$ cat src/shared/ltg_cfg.svh
`ifndef LTG_CFG_SVH
`define LTG_CFG_SVH

// Register byte addresses
`define LTG_LT_LOAD_ADDR   32'hffff0300
`define LTG_LT_VAL0_ADDR   32'hffff0304
`define LTG_LT_VAL1_ADDR   32'hffff0308
`define LTG_LT_CON_ADDR    32'hffff030c
`define LTG_LT_CLR_ADDR    32'hffff0310
`define LTG_LT_CAP_ADDR    32'hffff0314
`define LTG_GT_LOAD_ADDR   32'hffff0320
`define LTG_GT_VAL_ADDR    32'hffff0324
`define LTG_GT_CON_ADDR    32'hffff0328
`define LTG_GT_CLR_ADDR    32'hffff032c
`define LTG_GT_CAP_ADDR    32'hffff0330

// Field positions of the control registers
`define LTG_PS_LSB         24
`define LTG_PS_EN_BIT      23
`define LTG_PS_FLAG_BIT    19
`define LTG_IRQ_SEL_BIT    18
`define LTG_CAP_EN_BIT     17
`define LTG_EVT_LSB        12
`define LTG_CLK_LSB        9
`define LTG_UP_BIT         8
`define LTG_EN_BIT         7
`define LTG_PER_BIT        6
`define LTG_FMT_LSB        4
`define LTG_WIDE_BIT       4
`define LTG_PRE_LSB        0

// Writable bits of the control registers
`define LTG_LT_CON_WMASK   32'h0003f7df
`define LTG_GT_CON_WMASK   32'hff87ffff

// Reset values
`define LTG_LT_LOAD_RST    16'h0000
`define LTG_LT_CNT_RST     48'h000000000000
`define LTG_LT_CON_RST     32'h00000000
`define LTG_LT_CAP_RST     16'h0000
`define LTG_GT_LOAD_RST    32'h00000000
`define LTG_GT_CNT_RST     32'h0fffffff
`define LTG_GT_CON_RST     32'h00000000
`define LTG_GT_CAP_RST     32'h00000000

// Time format limits
`define LTG_HR_DAY         8'd23
`define LTG_HR_LONG        8'd255
`define LTG_MIN_MAX        8'd59
`define LTG_SEC_MAX        8'd59
`define LTG_HUND_MAX       8'd99

`endif

$ cat src/shared/ltg_pkg.sv
package ltg_pkg;

  typedef enum logic [1:0] {fmt_binary, fmt_reserved, fmt_day, fmt_long} ltg_fmt_type;

  // Clock source pins, asynchronous to pclk
  typedef struct packed {
    logic lp_osc;
    logic xtal;
    logic prec_osc;
    logic gpio8;
    logic gpio5;
  } ltg_pins_type;

  typedef struct packed {
    logic [13:0] rsvd_hi;
    logic        cap_en;
    logic [4:0]  evt;
    logic        rsvd11;
    logic [1:0]  clk;
    logic        up;
    logic        en;
    logic        per;
    logic        rsvd5;
    logic        wide;
    logic [3:0]  pre;
  } ltg_lt_ctl_type;

  typedef struct packed {
    logic [7:0]  ps;
    logic        ps_en;
    logic [2:0]  rsvd;
    logic        ps_flag;
    logic        irq_sel;
    logic        cap_en;
    logic [4:0]  evt;
    logic [2:0]  clk;
    logic        up;
    logic        en;
    logic        per;
    ltg_fmt_type fmt;
    logic [3:0]  pre;
  } ltg_gt_ctl_type;

endpackage

$ cat src/design/ltg_timers.sv
`timescale 1ns/10ps
`default_nettype none
`include "ltg_cfg.svh"

module ltg_timers
  import ltg_pkg::*;
(
  input  wire logic         pclk,
  input  wire logic         presetn,
  input  wire logic         psel,
  input  wire logic         penable,
  input  wire logic         pwrite,
  input  wire logic [31:0]  paddr,
  input  wire logic [31:0]  pwdata,
  output logic      [31:0]  prdata,
  output logic              pready,
  output logic              pslverr,
  input  wire ltg_pins_type src_pins,
  input  wire logic         low_power,
  input  wire logic [31:0]  irq_src,
  output logic              lt_irq,
  output logic              gt_irq
);

  function automatic logic pre_hit(input logic [14:0] cnt, input logic [3:0] code);
    logic [15:0] m;
    m = (16'h0001 << code) - 16'h0001;
    return (cnt & m[14:0]) == m[14:0];
  endfunction

  function automatic logic [31:0] tm_max(input logic [7:0] hr);
    return {hr, `LTG_MIN_MAX, `LTG_SEC_MAX, `LTG_HUND_MAX};
  endfunction

  // Hours, minutes, seconds, hundredths in one byte each
  function automatic logic [31:0] tm_step(input logic [31:0] v, input logic up,
                                          input logic [7:0] hr_max);
    logic [7:0] h;
    logic [7:0] mi;
    logic [7:0] s;
    logic [7:0] c;
    {h, mi, s, c} = v;
    if (up) begin
      if (c < `LTG_HUND_MAX) c = c + 8'd1;
      else begin
        c = 8'd0;
        if (s < `LTG_SEC_MAX) s = s + 8'd1;
        else begin
          s = 8'd0;
          if (mi < `LTG_MIN_MAX) mi = mi + 8'd1;
          else begin
            mi = 8'd0;
            h = (h < hr_max) ? h + 8'd1 : 8'd0;
          end
        end
      end
    end else begin
      if (c != 8'd0) c = c - 8'd1;
      else begin
        c = `LTG_HUND_MAX;
        if (s != 8'd0) s = s - 8'd1;
        else begin
          s = `LTG_SEC_MAX;
          if (mi != 8'd0) mi = mi - 8'd1;
          else begin
            mi = `LTG_MIN_MAX;
            h = (h != 8'd0) ? h - 8'd1 : hr_max;
          end
        end
      end
    end
    return {h, mi, s, c};
  endfunction

  // Pin source synchronisers, edge counted once stages two and three agree
  logic [4:0] pin_s1_q;
  logic [4:0] pin_s2_q;
  logic [4:0] pin_s3_q;
  logic [4:0] pin_lvl_q;
  logic [4:0] pin_rise;

  genvar gi;
  generate
    for (gi = 0; gi < 5; gi++) begin : g_sync
      always_ff @(posedge pclk or negedge presetn) begin
        if (!presetn) begin
          pin_s1_q[gi]  <= 1'b0;
          pin_s2_q[gi]  <= 1'b0;
          pin_s3_q[gi]  <= 1'b0;
          pin_lvl_q[gi] <= 1'b0;
        end else begin
          pin_s1_q[gi] <= src_pins[gi];
          pin_s2_q[gi] <= pin_s1_q[gi];
          pin_s3_q[gi] <= pin_s2_q[gi];
          if (pin_s2_q[gi] == pin_s3_q[gi]) pin_lvl_q[gi] <= pin_s3_q[gi];
        end
      end
      assign pin_rise[gi] = pin_s2_q[gi] & pin_s3_q[gi] & ~pin_lvl_q[gi];
    end
  endgenerate

  // Pin order in the struct: lp_osc, xtal, prec_osc, gpio8, gpio5
  logic rise_lp;
  logic rise_xtal;
  logic rise_prec;
  logic rise_g8;
  logic rise_g5;
  assign {rise_lp, rise_xtal, rise_prec, rise_g8, rise_g5} = pin_rise;

  // APB decode
  logic acc;
  logic setup;
  logic wr;
  logic hit;
  assign setup = psel & ~penable;
  assign acc = psel & penable;
  assign wr = acc & pwrite;
  assign pready = 1'b1;
  assign pslverr = acc & ~hit;

  always_comb begin
    case (paddr)
      `LTG_LT_LOAD_ADDR, `LTG_LT_VAL0_ADDR, `LTG_LT_VAL1_ADDR, `LTG_LT_CON_ADDR,
      `LTG_LT_CLR_ADDR, `LTG_LT_CAP_ADDR, `LTG_GT_LOAD_ADDR, `LTG_GT_VAL_ADDR,
      `LTG_GT_CON_ADDR, `LTG_GT_CLR_ADDR, `LTG_GT_CAP_ADDR: hit = 1'b1;
      default: hit = 1'b0;
    endcase
  end

  logic wr_lt_load;
  logic wr_lt_con;
  logic wr_lt_clr;
  logic wr_gt_load;
  logic wr_gt_con;
  logic wr_gt_clr;
  assign wr_lt_load = wr && paddr == `LTG_LT_LOAD_ADDR;
  assign wr_lt_con = wr && paddr == `LTG_LT_CON_ADDR;
  assign wr_lt_clr = wr && paddr == `LTG_LT_CLR_ADDR;
  assign wr_gt_load = wr && paddr == `LTG_GT_LOAD_ADDR;
  assign wr_gt_con = wr && paddr == `LTG_GT_CON_ADDR;
  assign wr_gt_clr = wr && paddr == `LTG_GT_CLR_ADDR;

  // Capture source edge detect
  logic [31:0] irq_src_q;
  logic [31:0] src_rise;
  assign src_rise = irq_src & ~irq_src_q;

  always_ff @(posedge pclk or negedge presetn) begin
    if (!presetn) irq_src_q <= 32'h00000000;
    else irq_src_q <= irq_src;
  end

  // Lifetime timer
  ltg_lt_ctl_type lt_ctl_q;
  logic [15:0]    lt_load_q;
  logic [47:0]    lt_cnt_q;
  logic [15:0]    lt_cap_q;
  logic [14:0]    lt_pre_q;
  logic           lt_irq_q;
  logic           lt_src;
  logic           lt_tick;
  logic           lt_end;
  logic           lt_to;
  logic           lt_cap_hit;
  logic [15:0]    lt_start;

  always_comb begin
    case (lt_ctl_q.clk)
      2'd0:    lt_src = 1'b1;
      2'd1:    lt_src = rise_lp;
      2'd2:    lt_src = rise_xtal;
      default: lt_src = rise_prec;
    endcase
  end

  assign lt_tick = lt_ctl_q.en & lt_src & pre_hit(lt_pre_q, lt_ctl_q.pre);
  assign lt_end = lt_ctl_q.wide ? (lt_cnt_q == 48'hffffffffffff) :
                  lt_ctl_q.up ? (lt_cnt_q[15:0] == 16'hffff) : (lt_cnt_q[15:0] == 16'h0000);
  assign lt_to = lt_tick & lt_end;
  assign lt_start = lt_ctl_q.per ? lt_load_q : (lt_ctl_q.up ? 16'h0000 : 16'hffff);
  assign lt_cap_hit = lt_ctl_q.cap_en & ~lt_ctl_q.wide & src_rise[lt_ctl_q.evt];

  always_ff @(posedge pclk or negedge presetn) begin
    if (!presetn) lt_ctl_q <= `LTG_LT_CON_RST;
    else if (wr_lt_con) lt_ctl_q <= pwdata & `LTG_LT_CON_WMASK;
  end

  always_ff @(posedge pclk or negedge presetn) begin
    if (!presetn) lt_load_q <= `LTG_LT_LOAD_RST;
    else if (wr_lt_load) lt_load_q <= pwdata[15:0];
  end

  always_ff @(posedge pclk or negedge presetn) begin
    if (!presetn) lt_pre_q <= 15'h0000;
    else if (wr_lt_con) lt_pre_q <= 15'h0000;
    else if (lt_ctl_q.en && lt_src) lt_pre_q <= lt_pre_q + 15'h0001;
  end

  always_ff @(posedge pclk or negedge presetn) begin
    if (!presetn) lt_cnt_q <= `LTG_LT_CNT_RST;
    else if (wr_lt_con) begin
      if (pwdata[`LTG_WIDE_BIT]) lt_cnt_q <= 48'h000000000000;
      else if (pwdata[`LTG_PER_BIT]) lt_cnt_q <= {32'h00000000, lt_load_q};
      else lt_cnt_q <= pwdata[`LTG_UP_BIT] ? 48'h000000000000 : 48'h00000000ffff;
    end else if (wr_lt_clr && !lt_ctl_q.wide) lt_cnt_q <= {32'h00000000, lt_load_q};
    else if (lt_to) lt_cnt_q <= lt_ctl_q.wide ? 48'h000000000000 : {32'h00000000, lt_start};
    else if (lt_tick) begin
      if (lt_ctl_q.wide || lt_ctl_q.up) lt_cnt_q <= lt_cnt_q + 48'h000000000001;
      else lt_cnt_q <= {32'h00000000, lt_cnt_q[15:0] - 16'h0001};
    end
  end

  always_ff @(posedge pclk or negedge presetn) begin
    if (!presetn) lt_cap_q <= `LTG_LT_CAP_RST;
    else if (lt_cap_hit) lt_cap_q <= lt_cnt_q[15:0];
  end

  always_ff @(posedge pclk or negedge presetn) begin
    if (!presetn) lt_irq_q <= 1'b0;
    else if (lt_to) lt_irq_q <= 1'b1;
    else if (wr_lt_clr) lt_irq_q <= 1'b0;
  end

  // General timer
  ltg_gt_ctl_type gt_ctl_q;
  logic [31:0]    gt_load_q;
  logic [31:0]    gt_cnt_q;
  logic [31:0]    gt_cap_q;
  logic [14:0]    gt_pre_q;
  logic [7:0]     gt_ps_q;
  logic [7:0]     gt_tgt_q;
  logic           gt_irq_q;
  logic           gt_src;
  logic           gt_tick;
  logic           gt_to;
  logic           gt_ps_on;
  logic           gt_ps_match;
  logic           gt_time;
  logic [7:0]     gt_hr;
  logic [31:0]    gt_full;
  logic [31:0]    gt_endv;
  logic [31:0]    gt_start;

  always_comb begin
    case (gt_ctl_q.clk)
      3'd0:    gt_src = ~low_power;
      3'd1:    gt_src = rise_lp;
      3'd2:    gt_src = rise_g8;
      3'd3:    gt_src = rise_g5;
      default: gt_src = 1'b0;
    endcase
  end

  assign gt_time = gt_ctl_q.fmt == fmt_day || gt_ctl_q.fmt == fmt_long;
  assign gt_hr = (gt_ctl_q.fmt == fmt_day) ? `LTG_HR_DAY : `LTG_HR_LONG;
  assign gt_full = gt_time ? tm_max(gt_hr) : 32'hffffffff;
  assign gt_endv = gt_ctl_q.up ? gt_full : 32'h00000000;
  assign gt_start = gt_ctl_q.per ? gt_load_q : (gt_ctl_q.up ? 32'h00000000 : gt_full);
  assign gt_tick = gt_ctl_q.en & gt_src & pre_hit(gt_pre_q, gt_ctl_q.pre);
  assign gt_to = gt_tick & (gt_cnt_q == gt_endv);
  assign gt_ps_on = gt_ctl_q.ps_en | gt_ctl_q.irq_sel;
  assign gt_ps_match = gt_ps_q + 8'd1 == gt_tgt_q;

  always_ff @(posedge pclk or negedge presetn) begin
    if (!presetn) gt_ctl_q <= `LTG_GT_CON_RST;
    else if (wr_gt_con) gt_ctl_q <= pwdata & `LTG_GT_CON_WMASK;
  end

  always_ff @(posedge pclk or negedge presetn) begin
    if (!presetn) gt_tgt_q <= 8'h01;
    else if (wr_gt_con) begin
      gt_tgt_q <= (pwdata[31:24] == 8'h00) ? 8'h01 : pwdata[31:24];
    end
  end

  always_ff @(posedge pclk or negedge presetn) begin
    if (!presetn) gt_load_q <= `LTG_GT_LOAD_RST;
    else if (wr_gt_load) gt_load_q <= pwdata;
  end

  always_ff @(posedge pclk or negedge presetn) begin
    if (!presetn) gt_pre_q <= 15'h0000;
    else if (wr_gt_con) gt_pre_q <= 15'h0000;
    else if (gt_ctl_q.en && gt_src) gt_pre_q <= gt_pre_q + 15'h0001;
  end

  always_ff @(posedge pclk or negedge presetn) begin
    if (!presetn) gt_cnt_q <= `LTG_GT_CNT_RST;
    else if (wr_gt_con) gt_cnt_q <= gt_start_w(pwdata);
    else if (wr_gt_clr) gt_cnt_q <= gt_load_q;
    else if (gt_to) gt_cnt_q <= gt_start;
    else if (gt_tick) begin
      if (gt_time) gt_cnt_q <= tm_step(gt_cnt_q, gt_ctl_q.up, gt_hr);
      else gt_cnt_q <= gt_ctl_q.up ? gt_cnt_q + 32'h00000001 : gt_cnt_q - 32'h00000001;
    end
  end

  // Start value for a control word being written
  function automatic logic [31:0] gt_start_w(input logic [31:0] w);
    logic [31:0] full;
    full = (w[5:4] == 2'b10) ? tm_max(`LTG_HR_DAY) :
           (w[5:4] == 2'b11) ? tm_max(`LTG_HR_LONG) : 32'hffffffff;
    if (w[`LTG_PER_BIT]) return gt_load_q;
    return w[`LTG_UP_BIT] ? 32'h00000000 : full;
  endfunction

  logic gt_flag_q;
  always_ff @(posedge pclk or negedge presetn) begin
    if (!presetn) begin
      gt_ps_q   <= 8'h00;
      gt_flag_q <= 1'b0;
    end else if (gt_to && gt_ps_on) begin
      gt_ps_q <= gt_ps_match ? 8'h00 : gt_ps_q + 8'd1;
      if (gt_ps_match) gt_flag_q <= 1'b1;
    end else if (wr_gt_con || wr_gt_clr) begin
      gt_ps_q   <= 8'h00;
      gt_flag_q <= 1'b0;
    end
  end

  always_ff @(posedge pclk or negedge presetn) begin
    if (!presetn) gt_cap_q <= `LTG_GT_CAP_RST;
    else if (gt_ctl_q.cap_en && src_rise[gt_ctl_q.evt]) gt_cap_q <= gt_cnt_q;
  end

  always_ff @(posedge pclk or negedge presetn) begin
    if (!presetn) gt_irq_q <= 1'b0;
    else if (gt_to && (!gt_ctl_q.irq_sel || gt_ps_match)) gt_irq_q <= 1'b1;
    else if (wr_gt_clr) gt_irq_q <= 1'b0;
  end

  // Read data, captured in the setup cycle
  always_ff @(posedge pclk or negedge presetn) begin
    if (!presetn) prdata <= 32'h00000000;
    else if (setup && !pwrite) begin
      case (paddr)
        `LTG_LT_LOAD_ADDR: prdata <= {16'h0000, lt_load_q};
        `LTG_LT_VAL0_ADDR: prdata <= {16'h0000, lt_cnt_q[15:0]};
        `LTG_LT_VAL1_ADDR: prdata <= lt_cnt_q[47:16];
        `LTG_LT_CON_ADDR:  prdata <= lt_ctl_q;
        `LTG_LT_CAP_ADDR:  prdata <= {16'h0000, lt_cap_q};
        `LTG_GT_LOAD_ADDR: prdata <= gt_load_q;
        `LTG_GT_VAL_ADDR:  prdata <= gt_cnt_q;
        `LTG_GT_CON_ADDR:  prdata <= {gt_ps_q, gt_ctl_q[23:20], gt_flag_q, gt_ctl_q[18:0]};
        `LTG_GT_CAP_ADDR:  prdata <= gt_cap_q;
        default:           prdata <= 32'h00000000;
      endcase
    end
  end

  assign lt_irq = lt_irq_q;
  assign gt_irq = gt_irq_q;
endmodule
`default_nettype wire

$ cat config.mk
export PLATFORM = sky130hd
export DESIGN_NAME = ltg_timers
export DESIGN_NICKNAME = d
export VERILOG_FILES = /design/src/shared/ltg_pkg.sv /design/src/design/ltg_timers.sv
export VERILOG_INCLUDE_DIRS = /design/src /design/src/shared
export SDC_FILE = /design/constraint.sdc
export NUM_CORES = 1
export LEC_CHECK = 0
export BUFFER_PORTS_ARGS = -buffer_cell sky130_fd_sc_hd__buf_2
export CAP_MARGIN = 10
export CORE_MARGIN = 2
export CORE_UTILIZATION = 35
export CTS_BUF_LIST = sky130_fd_sc_hd__clkbuf_8
export DETAILED_ROUTE_END_ITERATION = 6
export PLACE_DENSITY = 0.51
export SYNTH_ARGS = -nofsm -noshare
export SYNTH_HDL_FRONTEND = slang
export SYNTH_SLANG_ARGS = --single-unit
$ cat constraint.sdc
create_clock -name pclk -period 9.4 [get_ports pclk]
set_clock_uncertainty 0.15 [all_clocks]
set_input_delay 2.35 -clock pclk [delete_from_list [all_inputs] [get_ports pclk]]
set_output_delay 2.35 -clock pclk [all_outputs]
set_load 0.02 [all_outputs]
==> flow_metrics.env <==
export IMPL_clk_latency_ns=0.65
export IMPL_synth_xor_area_frac=0.04238
export IMPL_post_cts_buffers=0
export IMPL_final_common_cell="nand2_1"
export IMPL_grtUsageTotal=0.2507
export IMPL_drc=3
export IMPL_syn_area_mm2=0.02191
export IMPL_synth_fa_ha_area_frac=0.03233
export IMPL_violations="DRC"
export IMPL_synth_area_mux_share=0.06248
export IMPL_cts_max_level=3
export IMPL_nets=2738
export IMPL_dr_total_vias=20470
export IMPL_dieArea_mm2=0.06461
export IMPL_start_util=0.3543
export IMPL_wire_per_inst_um=23.40
export IMPL_clkTransAtPathRegs_ns=0.05
export IMPL_tightest_slew_ns=1.191
export IMPL_ctsResizeCount=0
export IMPL_arrival_ns=3.54
export IMPL_finalCritPeriodShare=0.6428
export IMPL_dpl_hpwl_um=58530
export IMPL_slew_headroom=0.2059
export IMPL_synthSimpleGateAreaFrac=0.2115
export IMPL_setup_tns_ns=0
export IMPL_clock_sinks=345
export IMPL_power_density_mw_per_mm2=130.9
export IMPL_grt_pass1_vias=19900
export IMPL_startpoint_type="primary input"
export IMPL_fmax_mhz=165.5
export IMPL_drv_cap=0
export IMPL_synth_top_family_by_area="compound AO/OA/AOI/OAI gates"
export IMPL_cp_max_fo=6
export IMPL_antenna_left=0
export IMPL_ioPinCount=143
export IMPL_async_flop_share=1.000
export IMPL_synth_compound_area_frac=0.2137
export IMPL_p_leak_uw=0.01068
export IMPL_std_cell_rows=91
export IMPL_synth_edff_count=0
export IMPL_synth_top_area_frac=0.3610
export IMPL_setup_ws_ns=3.357
export IMPL_core_mm2=0.06183
export IMPL_fin_cells=3458
export IMPL_grt_pass1_wl_um=123400
export IMPL_wirelength_um=80930
export IMPL_gp_congestion=0.9632
export IMPL_ys_ff_latch=345
export IMPL_antenna_found_initial=2
export IMPL_max_vdd_ir_drop_mv=0.09340
export IMPL_synthToLayoutAreaGrowth_pct=11.77
export IMPL_rsz0062_at_grt="false"
export IMPL_hold_violations=0
export IMPL_dieHeight_um=254.2
export IMPL_drtIter0Drc=1861
export IMPL_place_ws_ns=3.373
export IMPL_grt_max_degree=125
export IMPL_synth_fp_nets=2679
export IMPL_end_kind="output pin"
export IMPL_synth_flop_cell="dfrtp_1"
export IMPL_cts_hold_buffers_added=0
export IMPL_min_period_ns=6.043
export IMPL_drive_above_1_share=0.1691
export IMPL_vias_per_cell=5.921
export IMPL_worstSetupPathType="in -> out"
export IMPL_cts_tree="yes"
export IMPL_synth_cells=2516
export IMPL_timing_final_max_slew_violations=0
export IMPL_yosys_area_top_type="dfrtp_1"
export IMPL_ys_seq_area_frac=0.3957
export IMPL_syn_area_per_cell_um2=8.707
export IMPL_ys_types=94
export IMPL_portBuffers=141
export IMPL_grt_ovfl_total=0
export IMPL_hold_class="reg -> reg"
export IMPL_mostFrequentLayoutCells="nand2_1, dfrtp_1, nor2_1"
export IMPL_outcome="finished with violations"
export IMPL_drtPass1Iterations=7
export IMPL_worst_hold_slack_ns=0.1897
export IMPL_report_final_setup_viol=0
export IMPL_clockBufferDepth=3
export IMPL_yosys_warnings=0
export IMPL_cts_root_buf="clkbuf_8"
export IMPL_die_w_um=254.2
export IMPL_yosys_top_cells_area="dfrtp_1, nand2_1, mux2_2, nor2_1, dfstp_2"
export IMPL_post_place_cells=3342
export IMPL_cts_buffers_inserted=68
export IMPL_required_ns=6.90
==> critical path: stages <==
cell	delay, ns
buf_2	0.10
nor4b_1	0.30
nand4_1	0.17
nor2b_1	0.35
a21oi_1	0.11
buf_2	0.17
==> state kept, by name (all words and copies together) (netlist names), 16 cells and up <==
signal,cells
prdata,32
lt_load_q,16
lt_cnt_q,48
gt_cap_q,32
irq_src_q,32
lt_cap_q,16
lt_ctl_q,16
gt_cnt_q,32
gt_ctl_q,20
gt_load_q,32
==> kinds of logic (layout without fill, tap and decap cells) <==
group,Yosys count,in the layout
compound gates,694,694
xor+xnor,106,106
fa+ha+maj,56,56
buf+inv,223,327
flops,345,345
mux,116,116
other cells,1,2
simple gates,975,975
==> cell usage after synthesis (12+ instances only) <==
| master | n |
|---|---|
| nand2_1 | 358 |
| dfrtp_1 | 316 |
| nor2_1 | 232 |
| o21ai_0 | 146 |
| a21oi_1 | 141 |
| clkbuf_1 | 140 |
| mux2_2 | 96 |
| nand3_1 | 85 |
| nor3_1 | 60 |
| xor2_1 | 57 |
| ha_1 | 55 |
| xnor2_1 | 49 |
| a31oi_1 | 48 |
| a22oi_1 | 47 |
| nand4_1 | 43 |
| a221oi_1 | 42 |
| inv_1 | 42 |
| nand2b_1 | 32 |
| o211ai_1 | 31 |
| dfstp_2 | 29 |
| a222oi_1 | 28 |
| nor2b_1 | 24 |
| a21o_1 | 23 |
| buf_2 | 22 |
| and3_1 | 21 |
| o22ai_1 | 21 |
| nor4_1 | 19 |
| a211oi_1 | 15 |
| o21a_1 | 15 |
| or3_1 | 15 |
| nor3b_1 | 14 |
| mux2i_1 | 13 |
| o21ai_1 | 12 |
==> worst paths after layout <==
kind,endpoint,startpoint,slack (ns),cells past startpoint
setup / recovery,pslverr,paddr[13],3.36,6
hold / removal,pin_s2_q[1]$_DFF_PN0_,pin_s1_q[1]$_DFF_PN0_,0.19,0
setup reg to reg,gt_cnt_q[15]$_DFFE_PN1P_,gt_ctl_q[8]$_DFFE_PN0P_,4.53,13
hold reg to reg,pin_s2_q[1]$_DFF_PN0_,pin_s1_q[1]$_DFF_PN0_,0.19,0
max in group asynchronous,gt_ps_q[3]$_DFFE_PN0P_,presetn,6.03,2
min in group asynchronous,gt_pre_q[9]$_DFFE_PN0P_,presetn,1.62,1
==> metrics by stage <==
step,area (um^2),total power [uW],utilization
after global placement,23210,1755,0.3754
after global routing,24480,3335,0.3960
final,24480,3205,0.3960
after CTS,24480,3260,0.3960
after detailed placement,23210,1759,0.3754
after floorplan,21910,1642,-
==> where the power goes <==
group / leakage (uW) / total (uW) / switching, uW / internal [uW]
Clock: 0.000737 / 1480 / 698 / 778
Combinational: 0.00555 / 186 / 124 / 62.3
Sequential: 0.00439 / 1540 / 20.8 / 1520
==> cell type report <==
type,count,area [um^2]
inverters,42,157.7
flip-flops and latches,345,8671
repair buffers,170,945.9
fillers,6281,37340
clock inverters,34,160.2
multi-input cells,1948,12390
well taps,837,1047
clock buffers,81,1115
diodes,1,2.502
==> routing by layer <==
metal / share of wire / global-route usage
met5: 0 / 0
met4: 0.041 / 0.1024
met3: 0.062 / 0.03603
met2: 0.47 / 0.4109
met1: 0.43 / 0.3328
Power figures use the tool's default switching activity.
